===== src/inc/dops_regs.vh =====
// Register offsets, field positions, reset values and timing counts of the output channels.
`ifndef DOPS_REGS_VH
`define DOPS_REGS_VH

// Register addresses on the module register port.
`define DOPS_ADDR_POWER 8'h31
`define DOPS_ADDR_VALUE1 8'h38
`define DOPS_ADDR_CFG1 8'h39
`define DOPS_ADDR_VALUE2 8'h3A
`define DOPS_ADDR_CFG2 8'h3B
`define DOPS_ADDR_STATUS 8'h3C

// Power enable fields, two bits per channel: converter, then amplifiers.
`define DOPS_PWR_CONV_BIT 0
`define DOPS_PWR_AMP_BIT 1
`define DOPS_PWR_STRIDE 2

// Channel configuration fields.
`define DOPS_CFG_DAC_EN 0
`define DOPS_CFG_PWM_EN 1
`define DOPS_CFG_DAC_HIGH 2
`define DOPS_CFG_SPARE_EN 3
`define DOPS_CFG_SPARE_BUF 4
`define DOPS_CFG_REF_EXT 5
`define DOPS_CFG_W 6

// Reset values: everything powered off and idle.
`define DOPS_POWER_RST 16'h0000
`define DOPS_VALUE_RST 16'h0000
`define DOPS_CFG_RST 6'h00

// Timing: one PWM step lasts 2 us; clock period 4 ns.
`define DOPS_STEP_NS 2000
`define DOPS_CLK_NS 4
`define DOPS_STEP_CYCLES ((`DOPS_STEP_NS + `DOPS_CLK_NS - 1) / `DOPS_CLK_NS)

// PWM geometry: 12-bit steps, input taken from bits 15:4 of the value.
`define DOPS_PWM_W 12
`define DOPS_PWM_MSB 15
`define DOPS_PWM_LSB 4

`endif


===== src/design/dops_top.v =====
// Control of two output channels: PWM, DAC code, output routing and power enables.
// Overview of operation
// - The PWM input is bits 15:4 of the channel value register, the low four bits are ignored.
// - A zero PWM input gives 50% duty, positive inputs more and negative inputs less.
// - Input 800X gives 0 of 4096 steps high and input 7FFX gives 4095 of 4096 steps high.
// - One PWM step lasts 2 us, so a full period of 4096 steps is 8.192 ms.
// - A new PWM input takes effect only when the running period ends.
// - The DAC code is the full 16-bit two's-complement channel value, zero being mid-reference.
// - With the DAC buffered to the high-drive pin, an enabled PWM drives the low-drive pin and the low-drive amplifier is off.
// - With the DAC buffered to the low-drive pin, an enabled PWM drives the high-drive pin and the high-drive amplifier is off.
// - A channel runs at most two of DAC, PWM and spare amplifier, never all three.
// - Conflicting switch requests are resolved by fixed priority, never by closing both switches.
// - Converter and amplifier power enables sit in the power register at 31h, other options in channel registers.
// - With its power enable clear a converter or amplifier is disabled with inputs and outputs high impedance.
// - A reference select picks supply or external reference, the latter doubled, for the DAC.
// - A spare amplifier in buffer mode closes feedback internally and floats its inverting pin.
// - After reset every converter and amplifier is powered off until software enables it.
`timescale 1ns/1ps
`default_nettype none
`include "dops_regs.vh"

module dops_top #(
   parameter STEP_CYCLES = `DOPS_STEP_CYCLES
) (
   input wire CLK_I,
   input wire RST_I,
   input wire [7:0] REG_ADDR_I,
   input wire [15:0] REG_WDATA_I,
   input wire REG_WE_I,
   output reg [15:0] REG_RDATA_O,
   output reg [31:0] DAC_CODE_O,
   output reg [1:0] DAC_EN_O,
   output reg [1:0] DAC_REF_EXT_O,
   output reg [1:0] HIGH_AMP_EN_O,
   output reg [1:0] HIGH_AMP_FROM_DAC_O,
   output reg [1:0] HIGH_AMP_BUF_O,
   output reg [1:0] LOW_AMP_EN_O,
   output reg [1:0] LOW_AMP_FROM_DAC_O,
   output reg [1:0] LOW_AMP_BUF_O,
   output reg [1:0] INV_PIN_HIZ_O,
   output reg [1:0] HIGH_PIN_O,
   output reg [1:0] HIGH_PIN_OE_O,
   output reg [1:0] LOW_PIN_O,
   output reg [1:0] LOW_PIN_OE_O
);

   reg [15:0] power_ff;
   reg [15:0] value_ff [0:1];
   reg [`DOPS_CFG_W-1:0] cfg_ff [0:1];
   reg [15:0] step_div_ff;
   reg step_ff;
   reg [15:0] nxt_rdata;
   wire [1:0] pwm_lvl;

   // Register writes; all enables clear at reset so nothing is powered.
   always @(posedge CLK_I or posedge RST_I) begin
      if (RST_I) begin
         power_ff <= `DOPS_POWER_RST;
         value_ff[0] <= `DOPS_VALUE_RST;
         value_ff[1] <= `DOPS_VALUE_RST;
         cfg_ff[0] <= `DOPS_CFG_RST;
         cfg_ff[1] <= `DOPS_CFG_RST;
      end else if (REG_WE_I) begin
         case (REG_ADDR_I)
            `DOPS_ADDR_POWER: power_ff <= REG_WDATA_I;
            `DOPS_ADDR_VALUE1: value_ff[0] <= REG_WDATA_I;
            `DOPS_ADDR_CFG1: cfg_ff[0] <= REG_WDATA_I[`DOPS_CFG_W-1:0];
            `DOPS_ADDR_VALUE2: value_ff[1] <= REG_WDATA_I;
            `DOPS_ADDR_CFG2: cfg_ff[1] <= REG_WDATA_I[`DOPS_CFG_W-1:0];
            default: power_ff <= power_ff;
         endcase
      end
   end

   // Step divider: one enable pulse per 2 us step, shared by both channels so
   // their periods stay aligned.
   always @(posedge CLK_I or posedge RST_I) begin
      if (RST_I) begin
         step_div_ff <= 16'h0000;
         step_ff <= 1'b0;
      end else if (step_div_ff == STEP_CYCLES[15:0] - 16'h0001) begin
         step_div_ff <= 16'h0000;
         step_ff <= 1'b1;
      end else begin
         step_div_ff <= step_div_ff + 16'h0001;
         step_ff <= 1'b0;
      end
   end

   // Readback; unmapped addresses read zero. Status shows live PWM levels.
   always @* begin
      case (REG_ADDR_I)
         `DOPS_ADDR_POWER: nxt_rdata = power_ff;
         `DOPS_ADDR_VALUE1: nxt_rdata = value_ff[0];
         `DOPS_ADDR_CFG1: nxt_rdata = {{(16-`DOPS_CFG_W){1'b0}}, cfg_ff[0]};
         `DOPS_ADDR_VALUE2: nxt_rdata = value_ff[1];
         `DOPS_ADDR_CFG2: nxt_rdata = {{(16-`DOPS_CFG_W){1'b0}}, cfg_ff[1]};
         `DOPS_ADDR_STATUS: nxt_rdata = {14'h0000, pwm_lvl};
         default: nxt_rdata = 16'h0000;
      endcase
   end

   always @(posedge CLK_I or posedge RST_I) begin
      if (RST_I) begin
         REG_RDATA_O <= 16'h0000;
      end else begin
         REG_RDATA_O <= nxt_rdata;
      end
   end

   genvar ch;
   generate
      for (ch = 0; ch < 2; ch = ch + 1) begin : g_chan
         wire conv_pwr;
         wire amp_pwr;
         wire dac_on;
         wire dac_high;
         wire pwm_on;
         wire spare_on;
         wire spare_buf;
         wire hi_dac;
         wire lo_dac;
         wire hi_spare;
         wire lo_spare;

         assign conv_pwr = power_ff[ch*`DOPS_PWR_STRIDE + `DOPS_PWR_CONV_BIT];
         assign amp_pwr = power_ff[ch*`DOPS_PWR_STRIDE + `DOPS_PWR_AMP_BIT];
         // The DAC path needs both the converter and its buffer amplifier powered.
         assign dac_on = cfg_ff[ch][`DOPS_CFG_DAC_EN] & conv_pwr & amp_pwr;
         assign dac_high = cfg_ff[ch][`DOPS_CFG_DAC_HIGH];
         assign pwm_on = cfg_ff[ch][`DOPS_CFG_PWM_EN];
         // PWM owns the spare-side pin ahead of the spare amplifier, so the
         // three functions can never all be live on two pins.
         assign spare_on = cfg_ff[ch][`DOPS_CFG_SPARE_EN] & amp_pwr & ~pwm_on;
         assign spare_buf = cfg_ff[ch][`DOPS_CFG_SPARE_BUF];
         assign hi_dac = dac_on & dac_high;
         assign lo_dac = dac_on & ~dac_high;
         assign hi_spare = spare_on & ~dac_high;
         assign lo_spare = spare_on & dac_high;

         dops_pwm u_pwm (
            .clk_i(CLK_I),
            .rst_i(RST_I),
            .step_i(step_ff),
            .value_i(value_ff[ch][`DOPS_PWM_MSB:`DOPS_PWM_LSB]),
            .pwm_o(pwm_lvl[ch])
         );

         // Analog switch controls and pin drive, registered so the switches move
         // together on one edge.
         always @(posedge CLK_I or posedge RST_I) begin
            if (RST_I) begin
               DAC_CODE_O[ch*16 +: 16] <= 16'h0000;
               DAC_EN_O[ch] <= 1'b0;
               DAC_REF_EXT_O[ch] <= 1'b0;
               HIGH_AMP_EN_O[ch] <= 1'b0;
               HIGH_AMP_FROM_DAC_O[ch] <= 1'b0;
               HIGH_AMP_BUF_O[ch] <= 1'b0;
               LOW_AMP_EN_O[ch] <= 1'b0;
               LOW_AMP_FROM_DAC_O[ch] <= 1'b0;
               LOW_AMP_BUF_O[ch] <= 1'b0;
               INV_PIN_HIZ_O[ch] <= 1'b1;
               HIGH_PIN_O[ch] <= 1'b0;
               HIGH_PIN_OE_O[ch] <= 1'b0;
               LOW_PIN_O[ch] <= 1'b0;
               LOW_PIN_OE_O[ch] <= 1'b0;
            end else begin
               DAC_CODE_O[ch*16 +: 16] <= value_ff[ch];
               DAC_EN_O[ch] <= dac_on;
               DAC_REF_EXT_O[ch] <= cfg_ff[ch][`DOPS_CFG_REF_EXT];
               HIGH_AMP_EN_O[ch] <= hi_dac | hi_spare;
               HIGH_AMP_FROM_DAC_O[ch] <= hi_dac;
               // A DAC buffer is always unity gain.
               HIGH_AMP_BUF_O[ch] <= hi_dac | (hi_spare & spare_buf);
               LOW_AMP_EN_O[ch] <= lo_dac | lo_spare;
               LOW_AMP_FROM_DAC_O[ch] <= lo_dac;
               LOW_AMP_BUF_O[ch] <= lo_dac | (lo_spare & spare_buf);
               // Inverting pin floats unless a stand-alone spare amp uses it.
               INV_PIN_HIZ_O[ch] <= ~(spare_on & ~spare_buf);
               HIGH_PIN_O[ch] <= pwm_on & ~dac_high & pwm_lvl[ch];
               HIGH_PIN_OE_O[ch] <= pwm_on & ~dac_high;
               LOW_PIN_O[ch] <= pwm_on & dac_high & pwm_lvl[ch];
               LOW_PIN_OE_O[ch] <= pwm_on & dac_high;
            end
         end
      end
   endgenerate

endmodule // dops_top

`default_nettype wire


===== src/design/dops_pwm.v =====
// Twelve-bit PWM generator with end-of-period input update.
`timescale 1ns/1ps
`default_nettype none
`include "dops_regs.vh"

module dops_pwm #(
   parameter PWM_W = `DOPS_PWM_W
) (
   input wire clk_i,
   input wire rst_i,
   input wire step_i,
   input wire [PWM_W-1:0] value_i,
   output wire pwm_o
);

   reg [PWM_W-1:0] step_cnt_ff;
   reg [PWM_W-1:0] active_ff;
   wire period_end;
   wire [PWM_W-1:0] threshold;

   assign period_end = step_i & (&step_cnt_ff);
   // Inverting the sign bit turns two's complement into value plus half scale.
   assign threshold = {~active_ff[PWM_W-1], active_ff[PWM_W-2:0]};
   // High while the step count is below value plus half scale.
   assign pwm_o = (step_cnt_ff < threshold);

   // Free-running step counter; the input is only sampled at the period end so a
   // write mid-period can never shorten or stretch the pulse in flight.
   always @(posedge clk_i or posedge rst_i) begin
      if (rst_i) begin
         step_cnt_ff <= {PWM_W{1'b0}};
         active_ff <= {PWM_W{1'b0}};
      end else begin
         if (step_i) begin
            step_cnt_ff <= step_cnt_ff + 1'b1;
         end
         if (period_end) begin
            active_ff <= value_i;
         end
      end
   end

endmodule // dops_pwm

`default_nettype wire


===== config.mk =====
export PLATFORM = sky130hd
export DESIGN_NAME = dops_top
export DESIGN_NICKNAME = d
export VERILOG_FILES = /design/src/design/dops_top.v /design/src/design/dops_pwm.v
export VERILOG_INCLUDE_DIRS = /design/src /design/src/inc
export SDC_FILE = /design/constraint.sdc
export NUM_CORES = 1
export LEC_CHECK = 0
export BUFFER_PORTS_ARGS = -buffer_cell sky130_fd_sc_hd__buf_2
export CAP_MARGIN = 20
export CORE_MARGIN = 1
export CORE_UTILIZATION = 58
export DETAILED_ROUTE_END_ITERATION = 7
export MAX_ROUTING_LAYER = met4
export PLACE_DENSITY = 0.8
export RECOVER_POWER = 25
export SLEW_MARGIN = 25
export SYNTH_ARGS = -nofsm -noshare
export SYNTH_HDL_FRONTEND = slang
export SYNTH_HIERARCHICAL = 1
export SYNTH_SLANG_ARGS = --single-unit

===== constraint.sdc =====
create_clock -name CLK_I -period 6.2 [get_ports CLK_I]
set_input_delay 0.62 -clock CLK_I [delete_from_list [all_inputs] [get_ports CLK_I]]
set_output_delay 0.62 -clock CLK_I [all_outputs]
set_load 0.05 [all_outputs]

==> metrics.yaml <==
clock_path_buffers: 2
synthCells: 594
finalMaxSlewViolations: 85
io_buffers: 100
grt_setup_unrepaired: "no"
worstHoldPathType: "in -> async"
drive_gt1_frac: 0.3329
synthDistinctLibCells: 51
crit_type: "in -> async"
setup_tns_ps: 0
synth_xor_area_frac: 0.03834
utilization: 0.6818
p_leak_nw: 4.936
grt_antenna_before_repair: 0
end_kind: "asynchronous set/reset pin"
cts_setup_buffers: 0
synth-main-ff-cell: "dfrtp_1"
setup_viol: 0
grt_pass1_wl_um: 27350
cts_made_buffers: 17
hold_viol: 0
grt_max_degree: 85
gr-total-overflow: 0
yosys.area_share.simple: 0.09510
mostFrequentLayoutCells: "197 x dfrtp_1, 99 x buf_2, 56 x mux2_2, 30 x mux2_4, 29 x inv_1"
outcome: "finished with violations"
ir_drop_uv: 191.5
violations: "capacitance limit, slew limit"
cpMaxStageDelayCell: "clkinvlp_2"
fp.dieH_um: 121.1
root_buffer: "clkbuf_16"
critPathRequiredTime_ps: 6670
synth_fa_ha_area_frac: 0.03804
skew_ps: 8.026
cts_sinks: 199
hpwl_um: 11440
cts_tree: "done"
synthTopCellsByArea: "dfrtp_1 60%, mux2_2 7.7%, mux2_4 5.5%"
fillers: 1004
cp-start-kind: "input pin"
ys_ff_latch: 199
dieArea_mm2: 0.01466
wl_per_cell_um: 18.55
netlist.area_leader.share: 0.5995
worst_pin_slew_ps: 3528
dr.pass1.iters: 7
min_period_ps: 3276
layout_worst_path_cycle_share: 0.5283
clk_pin_slew_ps: 70
wl_um: 16490
maxSlewHeadroom: -1.365
path_max_fanout: 84
synth_mux_area_frac: 0.1461
syn-num-nets: 646
start_util: 0.5924
whs_ps: 325.3
synth-compound-area-share: 0.04519
insertion_delay_ps: 430
ys_seq_area_frac: 0.6059
core-area_mm2: 0.01388
route.vias.total: 4973
max_freq_ghz: 0.3053
row_count: 43
diodes: 0
gp_congestion: 0.8851
async_reset_ff_frac: 1.000
cts_resized: 0
fin_ws_ps: 2924
final_nets: 748
drc: 0
area_growth_pct: 15.09
drt_iter0_markers: 430
grtUsageTotal: 0.2586
fp.dieW_um: 121.1
p_total_w: 0.002655
worstPathArrival_ps: 3740
final_common_cell: "dfrtp_1"
path_cells: "clkbuf_1 > clkinvlp_2 > buf_4"
synth-warning-count: 6
yosys.area.top_type: "dfrtp_1"
max_cap_viol_count: 1
drt.antenna.violating_nets: 0
syn_area_mm2: 0.008223
grt_pass1_vias: 5166
synth_edf_count: 0
vias_per_cell: 5.594
pin_count: 101
cts_max_level: 4
cellPowerDensity_mw_per_mm2: 280.6
dp_slack_ps: 2954
max_stage_delay_ps: 2000
hold_buffers: 0
avgSynthCellArea_um2: 13.84
synth_top_family_by_area: "multiplexers"
-- registers in the layout (all words and copies together) (netlist names), 12 cells and up --
register	cells
step_div_ff	16
cfg_ff	12
value_ff	32
g_chan.u_pwm/active_ff	24
g_chan.u_pwm/step_cnt_ff	24
power_ff	16
DAC_CODE_O	32
REG_RDATA_O	16
-- power by group --
part	switching, W	internal (W)
Sequential	0.0000252	0.00133
Combinational	0.0000978	0.0000371
Clock	0.000468	0.000698
-- Yosys cell counts, drive strengths merged (2+ instances only) --
cell / instances
dfrtp: 197
mux2: 86
inv: 32
ha: 25
nand2: 25
xnor2: 25
nor2: 22
and2: 13
and3: 12
mux2i: 12
nand3: 12
clkbuf: 11
xor2: 11
a221o: 10
a21oi: 9
nand4: 9
buf: 8
nor3: 8
o21ai: 8
and4: 6
o21a: 6
nor2b: 5
a21o: 4
nor4: 4
o211ai: 4
o22ai: 4
or2: 4
nor3b: 3
nor4b: 3
a211oi: 2
dfstp: 2
o31ai: 2
o32ai: 2
-- cell type report --
class / instances / area [µm²] / area share
clock inverter: 11 / 168.9 / 0.01785
clock buffer: 21 / 460.4 / 0.04865
timing repair buffer: 102 / 514.2 / 0.05434
inverter: 32 / 121.4 / 0.01282
tap: 180 / 225.2 / 0.02380
sequential: 199 / 4982 / 0.5264
multi-input combinational: 344 / 2992 / 0.3161
-- metal layers --
layer	vias up	track usage	routed length, µm	part of all wire
li1	2271	-	-	-
met5	-	-	0	0
met3	26	0.05404	888	0.054
met4	0	0.09414	277	0.017
met1	2507	0.3379	7252	0.44
met2	169	0.4029	8070	0.49
-- critical path: cells and delay by family --
family                 cells  cell delay (ps)
buffers and inverters      3             3040
-- logic make-up (layout without fill, tap and decap cells) --
logic type | Yosys count | in the layout
mux | 98 | 98
compound gates | 52 | 52
fa+ha+maj | 25 | 25
simple gates | 133 | 133
buf+inv | 51 | 166
flops | 199 | 199
xor+xnor | 36 | 36
-- final timing paths --
check | to | cells past startpoint | from | slack (ps)
worst max-delay path | HIGH_AMP_BUF_O[1] | 3 | RST_I | 2920
worst min-delay path | g_chan[1].u_pwm/active_ff[4] | 2 | RST_I | 330
worst max register to register | REG_RDATA_O[0] | 9 | g_chan[0].u_pwm/step_cnt_ff[9] | 3750
worst min register to register | DAC_CODE_O[18] | 0 | value_ff[2] | 410
max in group CLK_I | power_ff[6] | 5 | REG_ADDR_I[0] | 3390
min in group CLK_I | DAC_CODE_O[18] | 0 | value_ff[2] | 410
-- through the flow --
step | cell area [µm²] | cells
after global routing | 9464 | 889
after global placement | 8840 | 857
after CTS | 9469 | 889
after detailed placement | 8840 | 857
final | 9464 | 889
after floorplan | 8223 | 594
No activity file was read; power rests on OpenSTA's default activity.
